==> src/verilog/cfg_bridge_defines.svh <==
`ifndef CFG_BRIDGE_DEFINES_SVH
`define CFG_BRIDGE_DEFINES_SVH
`define IR_LEN 10
`define IR_ACCESS 10'h3F7
`define IR_BYPASS 10'h3FF
`define DR_LEN 32
`define DATA_LSB 0
`define DATA_MSB 15
`define ADDR_LSB 16
`define ADDR_MSB 25
`define CMD_LSB 26
`define CMD_MSB 29
`define CMD_NOP 4'h0
`define CMD_READ 4'h1
`define CMD_WRITE 4'h2
`define HELD_RESET 16'h0000
`define WRITE_LIMIT 6
`endif

==> src/verilog/cfg_bridge_pkg.sv <==
package cfg_bridge_pkg;
  typedef enum logic [3:0] {
    TAP_RESET = 4'h0, TAP_IDLE = 4'h1, TAP_SEL_DR = 4'h2, TAP_CAP_DR = 4'h3,
    TAP_SHIFT_DR = 4'h4, TAP_EXIT1_DR = 4'h5, TAP_PAUSE_DR = 4'h6, TAP_EXIT2_DR = 4'h7,
    TAP_UPD_DR = 4'h8, TAP_SEL_IR = 4'h9, TAP_CAP_IR = 4'hA, TAP_SHIFT_IR = 4'hB,
    TAP_EXIT1_IR = 4'hC, TAP_PAUSE_IR = 4'hD, TAP_EXIT2_IR = 4'hE, TAP_UPD_IR = 4'hF
  } tap_state_type;
  typedef enum logic [1:0] {
    ARB_IDLE = 2'b00, ARB_FABRIC = 2'b01, ARB_TAP = 2'b10
  } arb_state_type;
endpackage

==> src/verilog/config_port_bridge.sv <==
`timescale 1ns/1ps
`default_nettype none
`include "cfg_bridge_defines.svh"
module config_port_bridge (
  input wire logic clk_sys,
  input wire logic rst,
  input wire logic tck,
  input wire logic tms,
  input wire logic tdi,
  input wire logic trstN,
  output logic tdo,
  output logic tdoEn,
  output logic tapAccessPending,
  input wire logic fabReq,
  input wire logic fabWrite,
  input wire logic [9:0] fabAddr,
  input wire logic [15:0] fabData,
  output logic fabDone,
  output logic [15:0] fabRdata,
  output logic portEn,
  output logic portWe,
  output logic [9:0] portAddr,
  output logic [15:0] portWdata,
  input wire logic [15:0] portRdata,
  input wire logic portReady
);
  import cfg_bridge_pkg::*;

  // tap state graph, advanced once per sampled tck rise
  function automatic tap_state_type tap_next(input tap_state_type s, input logic m);
    case (s)
      TAP_RESET: tap_next = m ? TAP_RESET : TAP_IDLE;
      TAP_IDLE: tap_next = m ? TAP_SEL_DR : TAP_IDLE;
      TAP_SEL_DR: tap_next = m ? TAP_SEL_IR : TAP_CAP_DR;
      TAP_CAP_DR: tap_next = m ? TAP_EXIT1_DR : TAP_SHIFT_DR;
      TAP_SHIFT_DR: tap_next = m ? TAP_EXIT1_DR : TAP_SHIFT_DR;
      TAP_EXIT1_DR: tap_next = m ? TAP_UPD_DR : TAP_PAUSE_DR;
      TAP_PAUSE_DR: tap_next = m ? TAP_EXIT2_DR : TAP_PAUSE_DR;
      TAP_EXIT2_DR: tap_next = m ? TAP_UPD_DR : TAP_SHIFT_DR;
      TAP_UPD_DR: tap_next = m ? TAP_SEL_DR : TAP_IDLE;
      TAP_SEL_IR: tap_next = m ? TAP_RESET : TAP_CAP_IR;
      TAP_CAP_IR: tap_next = m ? TAP_EXIT1_IR : TAP_SHIFT_IR;
      TAP_SHIFT_IR: tap_next = m ? TAP_EXIT1_IR : TAP_SHIFT_IR;
      TAP_EXIT1_IR: tap_next = m ? TAP_UPD_IR : TAP_PAUSE_IR;
      TAP_PAUSE_IR: tap_next = m ? TAP_EXIT2_IR : TAP_PAUSE_IR;
      TAP_EXIT2_IR: tap_next = m ? TAP_UPD_IR : TAP_SHIFT_IR;
      TAP_UPD_IR: tap_next = m ? TAP_SEL_DR : TAP_IDLE;
      default: tap_next = TAP_RESET;
    endcase
  endfunction

  ////////////////////////////////////////////////////////////////////////////
  // pin synchronisers: first stage read only by second stage
  // limitation: each tck half period must span at least four clk_sys cycles
  logic [3:0] pinMeta, pinSync;
  logic tckLast;
  always_ff @(posedge clk_sys) begin
    if (rst) begin
      pinMeta <= 4'h0;
      pinSync <= 4'h0;
      tckLast <= 1'b0;
    end else begin
      pinMeta <= {trstN, tdi, tms, tck};
      pinSync <= pinMeta;
      tckLast <= pinSync[0];
    end
  end
  logic tckRise, tckFall, tmsS, tdiS, trstS;
  assign tckRise = pinSync[0] & ~tckLast;
  assign tckFall = ~pinSync[0] & tckLast;
  assign tmsS = pinSync[1];
  assign tdiS = pinSync[2];
  assign trstS = ~pinSync[3];

  ////////////////////////////////////////////////////////////////////////////
  // tap controller and scan registers, stepping on sampled tck edges
  tap_state_type tapState, next_tapState;
  logic [`IR_LEN-1:0] irShift, next_irShift, irReg, next_irReg;
  logic [`DR_LEN-1:0] drShift, next_drShift;
  logic bypassBit, next_bypassBit;
  logic next_tdo, next_tdoEn;
  logic cmdReq, next_cmdReq, cmdWrite, next_cmdWrite;
  logic [9:0] cmdAddr, next_cmdAddr;
  logic [15:0] cmdData, next_cmdData, heldData;
  logic accessSel;
  logic [3:0] cmdField;
  assign accessSel = (irReg == `IR_ACCESS); // decoded from instruction register
  assign cmdField = drShift[`CMD_MSB:`CMD_LSB];

  // one tap step per sampled tck rise; tdo only moves on the sampled fall
  always_comb begin
    next_tapState = tapState;
    next_irShift = irShift;
    next_irReg = irReg;
    next_drShift = drShift;
    next_bypassBit = bypassBit;
    next_tdo = tdo;
    next_tdoEn = tdoEn;
    next_cmdReq = 1'b0;
    next_cmdWrite = cmdWrite;
    next_cmdAddr = cmdAddr;
    next_cmdData = cmdData;
    if (trstS) begin
      next_tapState = TAP_RESET;
      next_irReg = `IR_BYPASS;
      next_tdoEn = 1'b0;
    end else if (tckRise) begin
      next_tapState = tap_next(tapState, tmsS);
      case (tapState)
        TAP_RESET: next_irReg = `IR_BYPASS;
        TAP_CAP_IR: next_irShift = {{(`IR_LEN-2){1'b0}}, 2'b01};
        TAP_SHIFT_IR: next_irShift = {tdiS, irShift[`IR_LEN-1:1]};
        TAP_UPD_IR: next_irReg = irShift; // instruction scan first
        TAP_CAP_DR: begin
          next_bypassBit = 1'b0;
          if (accessSel) begin
            next_drShift = {16'h0000, heldData};
          end
        end
        TAP_SHIFT_DR: begin
          next_bypassBit = tdiS;
          if (accessSel) begin
            next_drShift = {tdiS, drShift[`DR_LEN-1:1]}; // 32-bit path
          end
        end
        TAP_UPD_DR: begin
          if (accessSel && (cmdField == `CMD_READ || cmdField == `CMD_WRITE)) begin
            next_cmdReq = 1'b1; // other codes dropped
            next_cmdWrite = (cmdField == `CMD_WRITE);
            next_cmdAddr = drShift[`ADDR_MSB:`ADDR_LSB];
            next_cmdData = drShift[`DATA_MSB:`DATA_LSB];
          end
        end
        default: ;
      endcase
    end else if (tckFall) begin
      // tdo changes on falling tck, lsb first
      next_tdoEn = (tapState == TAP_SHIFT_DR) || (tapState == TAP_SHIFT_IR);
      if (tapState == TAP_SHIFT_IR) begin
        next_tdo = irShift[0];
      end else if (accessSel) begin
        next_tdo = drShift[0];
      end else begin
        next_tdo = bypassBit;
      end
    end
  end

  // register only
  always_ff @(posedge clk_sys) begin
    if (rst) begin
      tapState <= TAP_RESET;
      irShift <= {`IR_LEN{1'b0}};
      irReg <= `IR_BYPASS;
      drShift <= {`DR_LEN{1'b0}};
      bypassBit <= 1'b0;
      tdo <= 1'b0;
      tdoEn <= 1'b0;
      cmdReq <= 1'b0;
      cmdWrite <= 1'b0;
      cmdAddr <= 10'h000;
      cmdData <= 16'h0000;
    end else begin
      tapState <= next_tapState;
      irShift <= next_irShift;
      irReg <= next_irReg;
      drShift <= next_drShift;
      bypassBit <= next_bypassBit;
      tdo <= next_tdo;
      tdoEn <= next_tdoEn;
      cmdReq <= next_cmdReq;
      cmdWrite <= next_cmdWrite;
      cmdAddr <= next_cmdAddr;
      cmdData <= next_cmdData;
    end
  end

  ////////////////////////////////////////////////////////////////////////////
  // busy flag: set wins over clear so a back-to-back command is not lost
  logic tapDone, next_busy;
  always_comb begin
    next_busy = tapAccessPending;
    if (tapDone) begin
      next_busy = 1'b0;
    end
    if (cmdReq) begin
      next_busy = 1'b1;
    end
  end
  // register only
  always_ff @(posedge clk_sys) begin
    if (rst) begin
      tapAccessPending <= 1'b0;
    end else begin
      tapAccessPending <= next_busy;
    end
  end

  // built-in arbitration, nothing for the user to instantiate
  config_port_arbiter arbiter (
    .clk(clk_sys),
    .rst(rst),
    .tapReq(cmdReq),
    .tapWrite(cmdWrite),
    .tapAddr(cmdAddr),
    .tapData(cmdData),
    .tapDone(tapDone),
    .heldData(heldData),
    .fabReq(fabReq),
    .fabWrite(fabWrite),
    .fabAddr(fabAddr),
    .fabData(fabData),
    .fabDone(fabDone),
    .fabRdata(fabRdata),
    .portEn(portEn),
    .portWe(portWe),
    .portAddr(portAddr),
    .portWdata(portWdata),
    .portRdata(portRdata),
    .portReady(portReady)
  );

  ////////////////////////////////////////////////////////////////////////////
  // checks
  // arbitration cycles of a tap transaction; the port's own wait states are
  // its business, so they are not counted against the six-cycle budget
  logic [3:0] busyCount;
  always_ff @(posedge clk_sys) begin
    if (rst || !tapAccessPending) begin
      busyCount <= 4'h0;
    end else if (busyCount != 4'hF && !(portEn && !portReady)) begin
      busyCount <= busyCount + 4'h1;
    end
  end

  write_done_six_a: assert property (@(posedge clk_sys) disable iff (rst)
    busyCount <= 4'(`WRITE_LIMIT)) else $error("tap write took over six cycles");
  capture_upper_zero_a: assert property (@(posedge clk_sys) disable iff (rst)
    (tckRise && tapState == TAP_CAP_DR && accessSel && !trstS)
    |=> drShift[31:16] == 16'h0000) else $error("upper capture bits not zero");
  capture_held_a: assert property (@(posedge clk_sys) disable iff (rst)
    (tckRise && tapState == TAP_CAP_DR && accessSel && !trstS)
    |=> drShift[15:0] == $past(heldData)) else $error("capture missed held data");
  update_busy_a: assert property (@(posedge clk_sys) disable iff (rst)
    cmdReq |=> tapAccessPending) else $error("busy not raised at update");
  bad_cmd_nop_a: assert property (@(posedge clk_sys) disable iff (rst)
    (tckRise && tapState == TAP_UPD_DR && !trstS && cmdField != `CMD_READ
     && cmdField != `CMD_WRITE) |=> !cmdReq) else $error("undefined command issued");
  access_decode_a: assert property (@(posedge clk_sys) disable iff (rst)
    cmdReq |-> $past(irReg) == `IR_ACCESS) else $error("command without access instr");
  shift_lsb_a: assert property (@(posedge clk_sys) disable iff (rst)
    (tckFall && tapState == TAP_SHIFT_DR && accessSel && !trstS)
    |=> tdo == $past(drShift[0]) && tdoEn) else $error("tdo not lsb of shifter");
  done_clears_a: assert property (@(posedge clk_sys) disable iff (rst)
    (tapDone && !cmdReq) |=> !tapAccessPending) else $error("busy stuck after done");

  // scan framing and command decode at the sampled tck edges, then busy, held data and command stability every system clock
  // a broken field slice or shift direction shows up on the first write scan
  update_fields_a: assert property (@(posedge clk_sys) disable iff (rst)
    (tckRise && tapState == TAP_UPD_DR && accessSel && !trstS && cmdField == `CMD_WRITE)
    |=> cmdReq && cmdWrite && cmdAddr == $past(drShift[`ADDR_MSB:`ADDR_LSB])
    && cmdData == $past(drShift[`DATA_MSB:`DATA_LSB])) else $error("write fields misplaced");
  read_kind_a: assert property (@(posedge clk_sys) disable iff (rst)
    (tckRise && tapState == TAP_UPD_DR && accessSel && !trstS && cmdField == `CMD_READ)
    |=> cmdReq && !cmdWrite) else $error("read command not issued as read");
  tdo_release_a: assert property (@(posedge clk_sys) disable iff (rst)
    (tckFall && tapState != TAP_SHIFT_DR && tapState != TAP_SHIFT_IR && !trstS)
    |=> !tdoEn) else $error("tdo driven outside shift");
  shift_in_a: assert property (@(posedge clk_sys) disable iff (rst)
    (tckRise && tapState == TAP_SHIFT_DR && accessSel && !trstS)
    |=> drShift[`DR_LEN-1] == $past(tdiS)) else $error("tdi not entering msb");
  ir_capture_a: assert property (@(posedge clk_sys) disable iff (rst)
    (tckRise && tapState == TAP_CAP_IR && !trstS)
    |=> irShift[1:0] == 2'b01) else $error("instruction capture pattern wrong");
  busy_idle_a: assert property (@(posedge clk_sys) disable iff (rst)
    (!tapAccessPending && !cmdReq) |=> !tapAccessPending)
    else $error("busy raised without update");
  held_stable_a: assert property (@(posedge clk_sys) disable iff (rst)
    !tapDone |=> $stable(heldData))
    else $error("held data moved without completion");
  cmd_stable_a: assert property (@(posedge clk_sys) disable iff (rst)
    !cmdReq |-> $stable(cmdWrite) && $stable(cmdAddr) && $stable(cmdData))
    else $error("command changed between updates");
endmodule
`default_nettype wire

==> src/verilog/config_port_arbiter.sv <==
`timescale 1ns/1ps
`default_nettype none
`include "cfg_bridge_defines.svh"
// grants the port one transaction at a time; tap requests are queued behind fabric ones
module config_port_arbiter (
  input wire logic clk,
  input wire logic rst,
  input wire logic tapReq,
  input wire logic tapWrite,
  input wire logic [9:0] tapAddr,
  input wire logic [15:0] tapData,
  output logic tapDone,
  output logic [15:0] heldData,
  input wire logic fabReq,
  input wire logic fabWrite,
  input wire logic [9:0] fabAddr,
  input wire logic [15:0] fabData,
  output logic fabDone,
  output logic [15:0] fabRdata,
  output logic portEn,
  output logic portWe,
  output logic [9:0] portAddr,
  output logic [15:0] portWdata,
  input wire logic [15:0] portRdata,
  input wire logic portReady
);
  import cfg_bridge_pkg::*;
  arb_state_type state, next_state;
  logic tapPend, next_tapPend, fabPend, next_fabPend;
  logic pendWrite, next_pendWrite, fWrite, next_fWrite;
  logic [9:0] pendAddr, next_pendAddr, fAddr, next_fAddr;
  logic [15:0] pendData, next_pendData, fData, next_fData;
  logic [15:0] next_heldData, next_fabRdata;

  // queue both sides, launch one transaction, never preempt
  always_comb begin
    next_state = state;
    next_tapPend = tapPend | tapReq;
    next_fabPend = fabPend | fabReq;
    next_pendWrite = pendWrite;
    next_pendAddr = pendAddr;
    next_pendData = pendData;
    next_fWrite = fabReq ? fabWrite : fWrite;
    next_fAddr = fabReq ? fabAddr : fAddr;
    next_fData = fabReq ? fabData : fData;
    next_heldData = heldData;
    next_fabRdata = fabRdata;
    portEn = 1'b0;
    portWe = 1'b0;
    portAddr = pendAddr;
    portWdata = pendData;
    tapDone = 1'b0;
    fabDone = 1'b0;
    case (state)
      ARB_IDLE: begin
        if (fabPend) begin
          next_state = ARB_FABRIC; // fabric already waiting goes first
        end else if (tapPend) begin
          // latch at launch so a later update cannot disturb a running transfer
          next_state = ARB_TAP;
          next_tapPend = 1'b0;
          next_pendWrite = tapWrite;
          next_pendAddr = tapAddr;
          next_pendData = tapData;
        end
      end
      ARB_FABRIC: begin
        portEn = 1'b1;
        portWe = fWrite;
        portAddr = fAddr;
        portWdata = fData;
        if (portReady) begin
          fabDone = 1'b1;
          next_fabPend = fabReq;
          next_fabRdata = portRdata;
          next_state = ARB_IDLE;
        end
      end
      ARB_TAP: begin
        portEn = 1'b1;
        portWe = pendWrite;
        if (portReady) begin
          tapDone = 1'b1;
          next_heldData = pendWrite ? pendData : portRdata; // written or read word held
          next_state = ARB_IDLE;
        end
      end
      default: next_state = ARB_IDLE;
    endcase
  end

  // register only
  always_ff @(posedge clk) begin
    if (rst) begin
      state <= ARB_IDLE;
      tapPend <= 1'b0;
      fabPend <= 1'b0;
      pendWrite <= 1'b0;
      pendAddr <= 10'h000;
      pendData <= 16'h0000;
      fWrite <= 1'b0;
      fAddr <= 10'h000;
      fData <= 16'h0000;
      heldData <= `HELD_RESET;
      fabRdata <= 16'h0000;
    end else begin
      state <= next_state;
      tapPend <= next_tapPend;
      fabPend <= next_fabPend;
      pendWrite <= next_pendWrite;
      pendAddr <= next_pendAddr;
      pendData <= next_pendData;
      fWrite <= next_fWrite;
      fAddr <= next_fAddr;
      fData <= next_fData;
      heldData <= next_heldData;
      fabRdata <= next_fabRdata;
    end
  end

  grant_held_a: assert property (@(posedge clk) disable iff (rst)
    (portEn && !portReady) |=> portEn && $stable(portWe) && $stable(portAddr)
    && $stable(portWdata)) else $error("port request changed before ready");
endmodule
`default_nettype wire

==> config.mk <==
export PLATFORM = sky130hd
export DESIGN_NAME = config_port_bridge
export DESIGN_NICKNAME = d
export VERILOG_FILES = /design/src/verilog/cfg_bridge_pkg.sv /design/src/verilog/config_port_bridge.sv /design/src/verilog/config_port_arbiter.sv
export VERILOG_INCLUDE_DIRS = /design/src /design/src/verilog
export SDC_FILE = /design/constraint.sdc
export NUM_CORES = 1
export LEC_CHECK = 0
export ABC_AREA = 1
export ABC_CLOCK_PERIOD_IN_PS = 1980
export BUFFER_PORTS_ARGS = -buffer_cell sky130_fd_sc_hd__buf_2
export CORE_UTILIZATION = 55
export DETAILED_ROUTE_END_ITERATION = 6
export GPL_TIMING_DRIVEN = 0
export PLACE_DENSITY = 0.88
export SETUP_SLACK_MARGIN = 0.02
export SLEW_MARGIN = 20
export SYNTH_ARGS = -nofsm -noshare
export SYNTH_HDL_FRONTEND = slang
export SYNTH_SLANG_ARGS = --single-unit
==> constraint.sdc <==
create_clock -name clk_sys -period 1.98 [get_ports clk_sys]
set_input_delay 0.396 -clock clk_sys [delete_from_list [all_inputs] [get_ports clk_sys]]
set_output_delay 0.396 -clock clk_sys [all_outputs]
set_load 0.02 [all_outputs]
Word level (Yosys, flattened, before mapping)
Cells that the tools add are included.
Word-level totals
  output and inout port bits: 48
  bits in registers: 187
  word-level logic and storage cells: 127
Operators by class
  mux-type cells: 41
  equal/unequal tests: 24
  reduce and logical (&&, ||, !) cells: 26
  bitwise gates (word level): 10
Operators with widths (count)
  $mux W32: 2
  $pmux W32 S2: 1
  $pmux W4 S12: 1
  $pmux W10 S2: 2
  $eq A4 B4 Y1 const B: 8
  $mux W16: 2
  $mux W1: 17
  $eq A4 B3 Y1 const B: 4
  $mux W4: 4
  $eq A4 B2 Y1 const B: 3
  $mux W2: 6
  $reduce_and A3 Y1: 4
  $eq A10 B10 Y1 const B: 1
  $mux W10: 1
  $reduce_and A2 Y1: 5
  $eq A4 B1 Y1 const B: 2
  $reduce_bool A2 Y1: 4
  $reduce_or A2 Y1: 4
  $mux W3: 2
  $not A1 Y1: 6
  $reduce_and A5 Y1: 1
  $logic_not A4 Y1: 1
  $ne A2 B2 Y1 const B: 2
  $pmux W1 S2: 2
  13 further kinds: 16

Depth between registers and ports, before layout
Gate-level depths: netlist of the first run.
  depth in word-level cells: 4
  gate-level depth with buffers: 10
  depth with buffers taken out: 9

Cells and area by module
From an unflattened synthesis of the first run, not the netlist that was laid out.
Unflattened totals
  cell total of the unflattened synthesis: 1140
  area total of the unflattened synthesis: 8099.0 sq um
By module, submodules not included
  config_port_bridge: cells an instance 643, instances 1, area an instance 4310.4 sq um
  config_port_arbiter: cells an instance 497, instances 1, area an instance 3788.6 sq um

Worst setup path before layout of the first run
OpenSTA, ideal clock, no wires.
  path type: reg-to-output
  start: register arbiter.state[1]
  end: output portWdata[11]
  path buffers: 2
  setup slack: 0.172 ns
  stages on the path, launching flop included: 6
  arrival time: 1.412 ns
  data required time: 1.584 ns
  cell sequence: dfxtp_1 inv_1 ha_1 clkbuf_1 clkbuf_1 o21ai_0
Between the ends
  longest elaborated chain between the ends: 2
Ends and longest elaborated chain
  from (decl): RTL line config_port_arbiter.sv:28  | arb_state_type state, next_state;
  from (signal assigned): RTL line config_port_arbiter.sv:107  | state <= next_state;
  $eq A2 B1 Y1: RTL line config_port_arbiter.sv:54  | case (state)
  $mux W16: RTL line config_port_arbiter.sv:54
  to (decl): RTL line config_port_bridge.sv:23  | output logic [15:0] portWdata,
Every way passes these cells.

Final worst setup path of the first run
  start: register arbiter.state[1]
  end: output portAddr[1]
Between the ends
  longest elaborated chain between the ends: 2
Ends and longest elaborated chain
  $eq A2 B1 Y1: RTL line config_port_arbiter.sv:54
  $mux W10: RTL line config_port_arbiter.sv:54
  to (decl): RTL line config_port_bridge.sv:22  | output logic [9:0] portAddr,
Every way passes these cells.

==> results of run 1 <==
==> worst min-delay path, cell delays in order <==
cell and delay, ns:
buf_2 0.07, inv_1 0.03, nor2_1 0.06
==> power by group through the flow <==
stage / Clock, mW / Combinational [mW] / Sequential [mW]
after floorplan: 0 / 0.256 / 3.97
after global placement: 0 / 0.439 / 3.95
after detailed placement: 0 / 0.449 / 3.95
after CTS: 3.16 / 0.481 / 3.86
after global routing: 3.33 / 0.593 / 3.87
final: 3.18 / 0.550 / 3.87
==> routing by layer <==
| metal | vias up | wire, um | global-route usage |
|---|---|---|---|
| met5 | - | 0 | 0 |
| met4 | 0 | 572 | 0.105 |
| met3 | 57 | 1480 | 0.0566 |
| met2 | 372 | 9640 | 0.446 |
| met1 | 3327 | 8220 | 0.327 |
| li1 | 3611 | - | - |
==> timing repair <==
item	in CTS	in global routing
setup endpoints to repair	28	28
pin swaps	0	2
hold buffers	0	0
buffers inserted	0	5
gates resized for setup	48	63
==> cells by family after synthesis <==
kind of cell             share of synthesized area
AO/OA/AOI/OAI                                0.204
flip-flops                                   0.492
AND/OR/NAND/NOR                              0.215
adder cells (fa/ha/maj)                    0.00494
buffers and inverters                       0.0833
==> per-stage QoR <==
stage                     area, sq um  setup TNS [ns]  instances  hold slack [ns]
final                            9180          -0.545       1339            0.161
after floorplan                  7600               0       1033            0.388
after CTS                        8930               0       1334            0.156
after global placement           8310          -0.134       1306            0.392
after global routing             9180           -1.11       1339            0.166
after detailed placement         8310          -0.272       1306            0.398
==> worst max-delay path by stage <==
stage / end
floorplan: portWdata[11]
global placement: fabDone
detailed placement: fabDone
CTS: portWdata[13]
global route: portAddr[1]
finish: portAddr[1]
==> area by class of cell <==
| type | instances | area, sq um |
|---|---|---|
| clock inverters | 10 | 85.1 |
| inverters | 86 | 333 |
| flip-flops and latches | 187 | 3750 |
| repair buffers | 102 | 627 |
| multi-input cells | 699 | 3360 |
| clock buffers | 20 | 457 |
| well taps | 176 | 220 |
| plain buffers | 59 | 353 |
| fillers | 993 | 4170 |
==> cells in the final DEF (no fill, tap or decap), types with 2 or more instances in the layout <==
cell type,count
a21oi_1,99
nor3_1,6
o21ai_0,116
o22ai_1,10
inv_2,7
ha_1,2
clkinvlp_4,3
buf_2,78
buf_1,4
a21oi_2,2
nand3_1,28
o21ai_2,11
o211ai_1,16
clkbuf_16,17
o21ai_1,36
dfxtp_1,185
o21ai_4,6
dfxtp_2,2
nand4_1,2
nand2_2,5
inv_1,76
buf_4,24
clkbuf_8,6
inv_8,2
clkinv_4,3
nor2_4,3
buf_6,16
clkbuf_1,34
nor2_2,4
nand2_1,152
inv_6,3
nor2_1,192
nand3_2,2
nand2_4,2
==> sequential cells by signal, indices dropped and copies added (netlist names), 2 cells and up <==
signal / count
cmdAddr: 10
arbiter.fabRdata: 16
pinMeta: 4
pinSync: 4
arbiter.heldData: 16
irShift: 10
arbiter.state: 2
arbiter.pendData: 16
cmdData: 16
drShift: 32
arbiter.pendAddr: 10
arbiter.fData: 16
arbiter.fAddr: 10
irReg: 10
tapState: 4
==> flow_summary.json, run 1 <==
{
  "r2r_end": "arbiter.heldData[6]$_SDFFE_PP0P_",
  "gp_congestion": 0.910,
  "antenna_left": 0,
  "yosysMostFrequentCell": "nor2_1",
  "coreArea_sq_um": 13300,
  "netlist_area_sq_um": 7600,
  "rrSetupSlack_ns": 0.09,
  "ys_top_cells_by_count": "nor2_1 (192), dfxtp_1 (187), nand2_1 (153)",
  "die_w_um": 120,
  "status": "complete, but fails checks",
  "p_clk_frac": 0.418,
  "crit_start": "arbiter.state[1]$_SDFFE_PP0P_",
  "htree_levels": 4,
  "setup_ws_ns": -0.0972,
  "synth_warnings": 0,
  "synth_cell_type_count": 32,
  "irDropWorstVdd_mv": 0.568,
  "fmax_ghz": 0.481,
  "drive_above_1_share": 0.175,
  "avgRoutedWirePerCell_um": 14.9,
  "r2r_start": "arbiter.state[0]$_SDFFE_PP0P_",
  "hold_depth": 3,
  "grt_start_max_net_pins": 18,
  "grt.overflow.total": 0,
  "pre_cts_ws_ns": -0.113,
  "power_frac_comb": 0.072,
  "rsz0062_at_grt": "yes",
  "setup.worst_path.class": "reg2out",
  "clock-sinks": 187,
  "min_from": "tck",
  "yosysTopAreaCell": "dfxtp_1",
  "grt_pass1_vias": 6474,
  "finalHoldViolCount": 0,
  "swShare": 0.248,
  "cp_cell_sequence": "inv_2 > ha_4 > buf_6 > o21ai_0 > buf_2",
  "fp.dieH_um": 120,
  "cpPeakStageDelay_ns": 0.35,
  "drt_iter0_markers": 852,
  "cts_buffers": 17,
  "p_total_mw": 7.60,
  "yosys-top-cells-area": "dfxtp_1 (49%), nor2_1 (9.5%), o21ai_0 (9.2%)",
  "antenna_found_initial": 0,
  "cts_buffer_depth": 2,
  "path_buf_inv": 3,
  "critPathLaunchType": "register",
  "final.setup_skew_ns": 0.0118,
  "setup_viol": 15,
  "cp_max_fo": 6,
  "cts_tree": "built",
  "nNetsFinal": 1206,
  "worstPathRequired_ns": 1.58,
  "synth_nets": 1087,
  "switching_power_mw": 1.89,
  "hold_path_end": "pinMeta[0]$_SDFF_PP0_",
  "initial_utilization": 0.570,
  "relSlewSlack": 0.526,
  "via_count": 7367,
  "fp.dieArea_sq_um": 14300,
  "grt_pass1_wl_um": 30100,
  "boundaryPins": 99,
  "cp_num_cells": 5,
  "reg2reg_depth": 8,
  "grt_usage": 0.264,
  "worst_slew_pin_slew_ns": 0.710,
  "powerDensity_nw_per_um2": 828,
  "dp_hpwl_um": 13300,
  "yosysSeqAreaShare": 0.492,
  "netlist_instances": 1033,
  "seqPwrFrac": 0.510,
  "area_delta_synth_final_pct": 20.7,
  "syn_area_per_cell_sq_um": 7.36,
  "clk_pin_slew_worst_paths_ns": 0.07,
  "diodes": 0,
  "clkLatencyLatePin_ns": 0.44,
  "cp-end-kind": "output pin",
  "fin_crit_ns": 2.08,
  "numPortBuffers": 97,
  "synth_top_area_frac": 0.492,
  "rows": 42,
  "synth-seq-cells": 187,
  "critPathTopFamily": "buffers and inverters",
  "synth_edf_count": 0,
  "cell_internal_pwr_mw": 5.71,
  "critPathSlowestCell": "dfxtp_2",
  "vias_per_cell": 5.50,
  "ys_async_sr_fraction": 0,
  "drc": 0,
  "ys.flop_type": "dfxtp_1",
  "violations": "setup timing",
  "cts-root-buf": "clkbuf_16",
  "final-max-slew-violation-count": 0,
  "finalCritPeriodShare": 1.05,
  "cap_viol_max_count": 0,
  "routed_wl_um": 19900,
  "p_leak_nw": 3.94,
  "cp_data_arrival_time_ns": 1.68,
  "dr.pass1.iters": 6,
  "post-route-util": 0.687,
  "hold_class": "in2reg"
}
Note: power is estimated with default switching activity, not from simulation.
==> run 2, diff against run 1 <==
--- a/config.mk
+++ b/config.mk
@@ -6,7 +6,6 @@
 export SDC_FILE = /design/constraint.sdc
 export NUM_CORES = 1
 export LEC_CHECK = 0
-export ABC_AREA = 1
 export ABC_CLOCK_PERIOD_IN_PS = 1980
 export BUFFER_PORTS_ARGS = -buffer_cell sky130_fd_sc_hd__buf_2
 export CORE_UTILIZATION = 55
==> flow_summary.json, run 2 <==
{
  "setup_tns_ns": -4.30,
  "final_common_cell": "dfxtp_1",
  "grt_usage": 0.309,
  "coreArea_sq_um": 13900,
  "cpPeakStageDelay_ns": 0.35,
  "die_w_um": 121,
  "clock-sinks": 187,
  "routed_wl_um": 23500,
  "mostFrequentLayoutCells": "dfxtp_1 (185), a21oi_1 (110), nand2_1 (105)",
  "yosysSeqAreaShare": 0.478,
  "via_count": 7485,
  "relSlewSlack": 0.450,
  "fp.dieH_um": 121,
  "initial_utilization": 0.565,
  "fin_crit_ns": 2.18,
  "cp-end-kind": "output pin",
  "cts_buffers": 17,
  "fp.dieArea_sq_um": 14700,
  "synth_top_area_frac": 0.478,
  "nNetsFinal": 1047,
  "p_leak_nw": 3.58,
  "hold_class": "in2reg",
  "cts-root-buf": "clkbuf_16",
  "avgRoutedWirePerCell_um": 19.8,
  "synth_edf_count": 0,
  "ys_top_cells_by_count": "dfxtp_1 (187), a21oi_1 (111), nand2_1 (106)",
  "clk_pin_slew_worst_paths_ns": 0.07,
  "powerDensity_nw_per_um2": 813,
  "ys_async_sr_fraction": 0,
  "netlist_area_sq_um": 7840,
  "drt_iter0_markers": 968,
  "final.setup_skew_ns": 0.0143,
  "cp_cell_sequence": "inv_2 > ha_4 > buf_12 > buf_16 > mux2_4 > buf_6",
  "worstPathRequired_ns": 1.58,
  "cap_viol_max_count": 0,
  "rows": 43,
  "syn_area_per_cell_sq_um": 9.08,
  "top_register": "drShift",
  "area_delta_synth_final_pct": 22.8,
  "numPortBuffers": 97,
  "cts_tree": "built",
  "dp_hpwl_um": 14000,
  "critPathTopFamily": "buffers and inverters",
  "cp_max_fo": 7,
  "synth_cell_type_count": 55,
  "setup_viol": 27,
  "drc": 0,
  "worst_slew_pin_slew_ns": 0.825,
  "cp_data_arrival_time_ns": 1.79,
  "hold_buffers": 0,
  "grt.overflow.total": 0,
  "yosysMostFrequentCell": "dfxtp_1",
  "ys.flop_type": "dfxtp_1",
  "critPathSlowestCell": "dfxtp_2",
  "yosysTopAreaCell": "dfxtp_1",
  "grt_start_max_net_pins": 18,
  "fmax_ghz": 0.458,
  "largest_reg_flops": 32,
  "critPathLaunchType": "register",
  "vias_per_cell": 6.31,
  "path_buf_inv": 4,
  "fillCellCount": 928,
  "boundaryPins": 99,
  "cts_buffer_depth": 2,
  "hold_slack_ns": 0.171,
  "grt_pass1_wl_um": 35000,
  "setup.worst_path.class": "reg2out",
  "clkLatencyLatePin_ns": 0.44,
  "synth_nets": 917,
  "dr.pass1.iters": 6,
  "diodes": 0,
  "yosys-top-cells-area": "dfxtp_1 (48%), mux2i_1 (7.8%), a21oi_1 (7.1%)",
  "violations": "setup timing",
  "antenna_found_initial": 0,
  "htree_levels": 4,
  "synth_warnings": 0,
  "status": "complete, but fails checks",
  "synth-seq-cells": 187,
  "rsz0062_at_grt": "yes",
  "grt_pass1_vias": 7045,
  "final-max-slew-violation-count": 0,
  "finalHoldViolCount": 0,
  "antenna_left": 0,
  "netlist_instances": 863,
  "drive_above_1_share": 0.248,
  "setup_ws_ns": -0.202,
  "irDropWorstVdd_mv": 0.671,
  "finalCritPeriodShare": 1.10,
  "pre_cts_ws_ns": -0.323,
  "gp_congestion": 0.857
}
==> run 2: where the power goes <==
group	switching, mW	internal, mW	leakage (nW)
clock	1.50	1.87	0.284
combinational	0.331	0.257	1.79
sequential	0.0451	3.82	1.52
total	1.88	5.95	3.58
==> run 2: metal layers <==
metal / up-vias / GRT usage / wire length [um] / share of wire
met5: - / 0 / 0 / 0
li1: 3300 / - / - / -
met4: 0 / 0.198 / 1410 / 0.060
met1: 3480 / 0.352 / 8460 / 0.36
met3: 135 / 0.0747 / 2360 / 0.10
met2: 570 / 0.516 / 11300 / 0.48
==> run 2: worst register-to-register path: cells and delay by family (launching register included) <==
kind                   cells  cell delay (ns)
AO/OA/AOI/OAI              3             0.64
buffers and inverters      2             0.51
flip-flops                 1             0.47
AND/OR/NAND/NOR            1             0.17
==> run 2: cell families after synthesis <==
family | Yosys count | synth area share
xor+xnor | 1 | 0.00112
simple gates | 268 | 0.163
mux | 87 | 0.115
fa+ha+maj | 3 | 0.00479
buf+inv | 85 | 0.0530
flops | 187 | 0.478
compound gates | 232 | 0.185
==> run 2: cell type report <==
| class | count | area (sq um) | share of cell area |
|---|---|---|---|
| well taps | 180 | 225 | 0.0234 |
| clock inverters | 9 | 83.8 | 0.00871 |
| inverters | 9 | 46.3 | 0.00481 |
| clock buffers | 23 | 488 | 0.0507 |
| flip-flops and latches | 187 | 3750 | 0.389 |
| plain buffers | 71 | 378 | 0.0393 |
| repair buffers | 116 | 835 | 0.0867 |
| multi-input cells | 591 | 3820 | 0.397 |
==> run 2: metrics by stage <==
stage,area [sq um],utilization,power (mW),instances
2_1_floorplan,7840,-,4.21,863
4_1_cts,9500,0.685,7.72,1181
5_1_grt,9630,0.694,8.00,1186
6_report,9630,0.694,7.83,1186
3_3_place_gp,8550,0.616,4.36,1140
3_5_place_dp,8550,0.616,4.37,1140
==> run 2: worst paths after layout <==
check | startpoint | end | slack, ns | cells past startpoint
setup / recovery | arbiter.state[1]$_SDFFE_PP0P_ | portWdata[5] | -0.20 | 6
hold / removal | trstN | pinMeta[3]$_SDFF_PP0_ | 0.17 | 2
setup reg to reg | tapState[0]$_SDFFE_PP0P_ | drShift[26]$_SDFFE_PP0P_ | 0.04 | 6
hold reg to reg | pinMeta[1]$_SDFF_PP0_ | pinSync[1]$_SDFF_PP0_ | 0.44 | 1
==> run 2: repair_timing <==
| item | in CTS | in global routing |
|---|---|---|
| setup buffers | 8 | 11 |
| cloned | 2 | 0 |
| setup endpoints to repair | 50 | 83 |
| pin swaps | 1 | 0 |
| gates resized for setup | 81 | 37 |
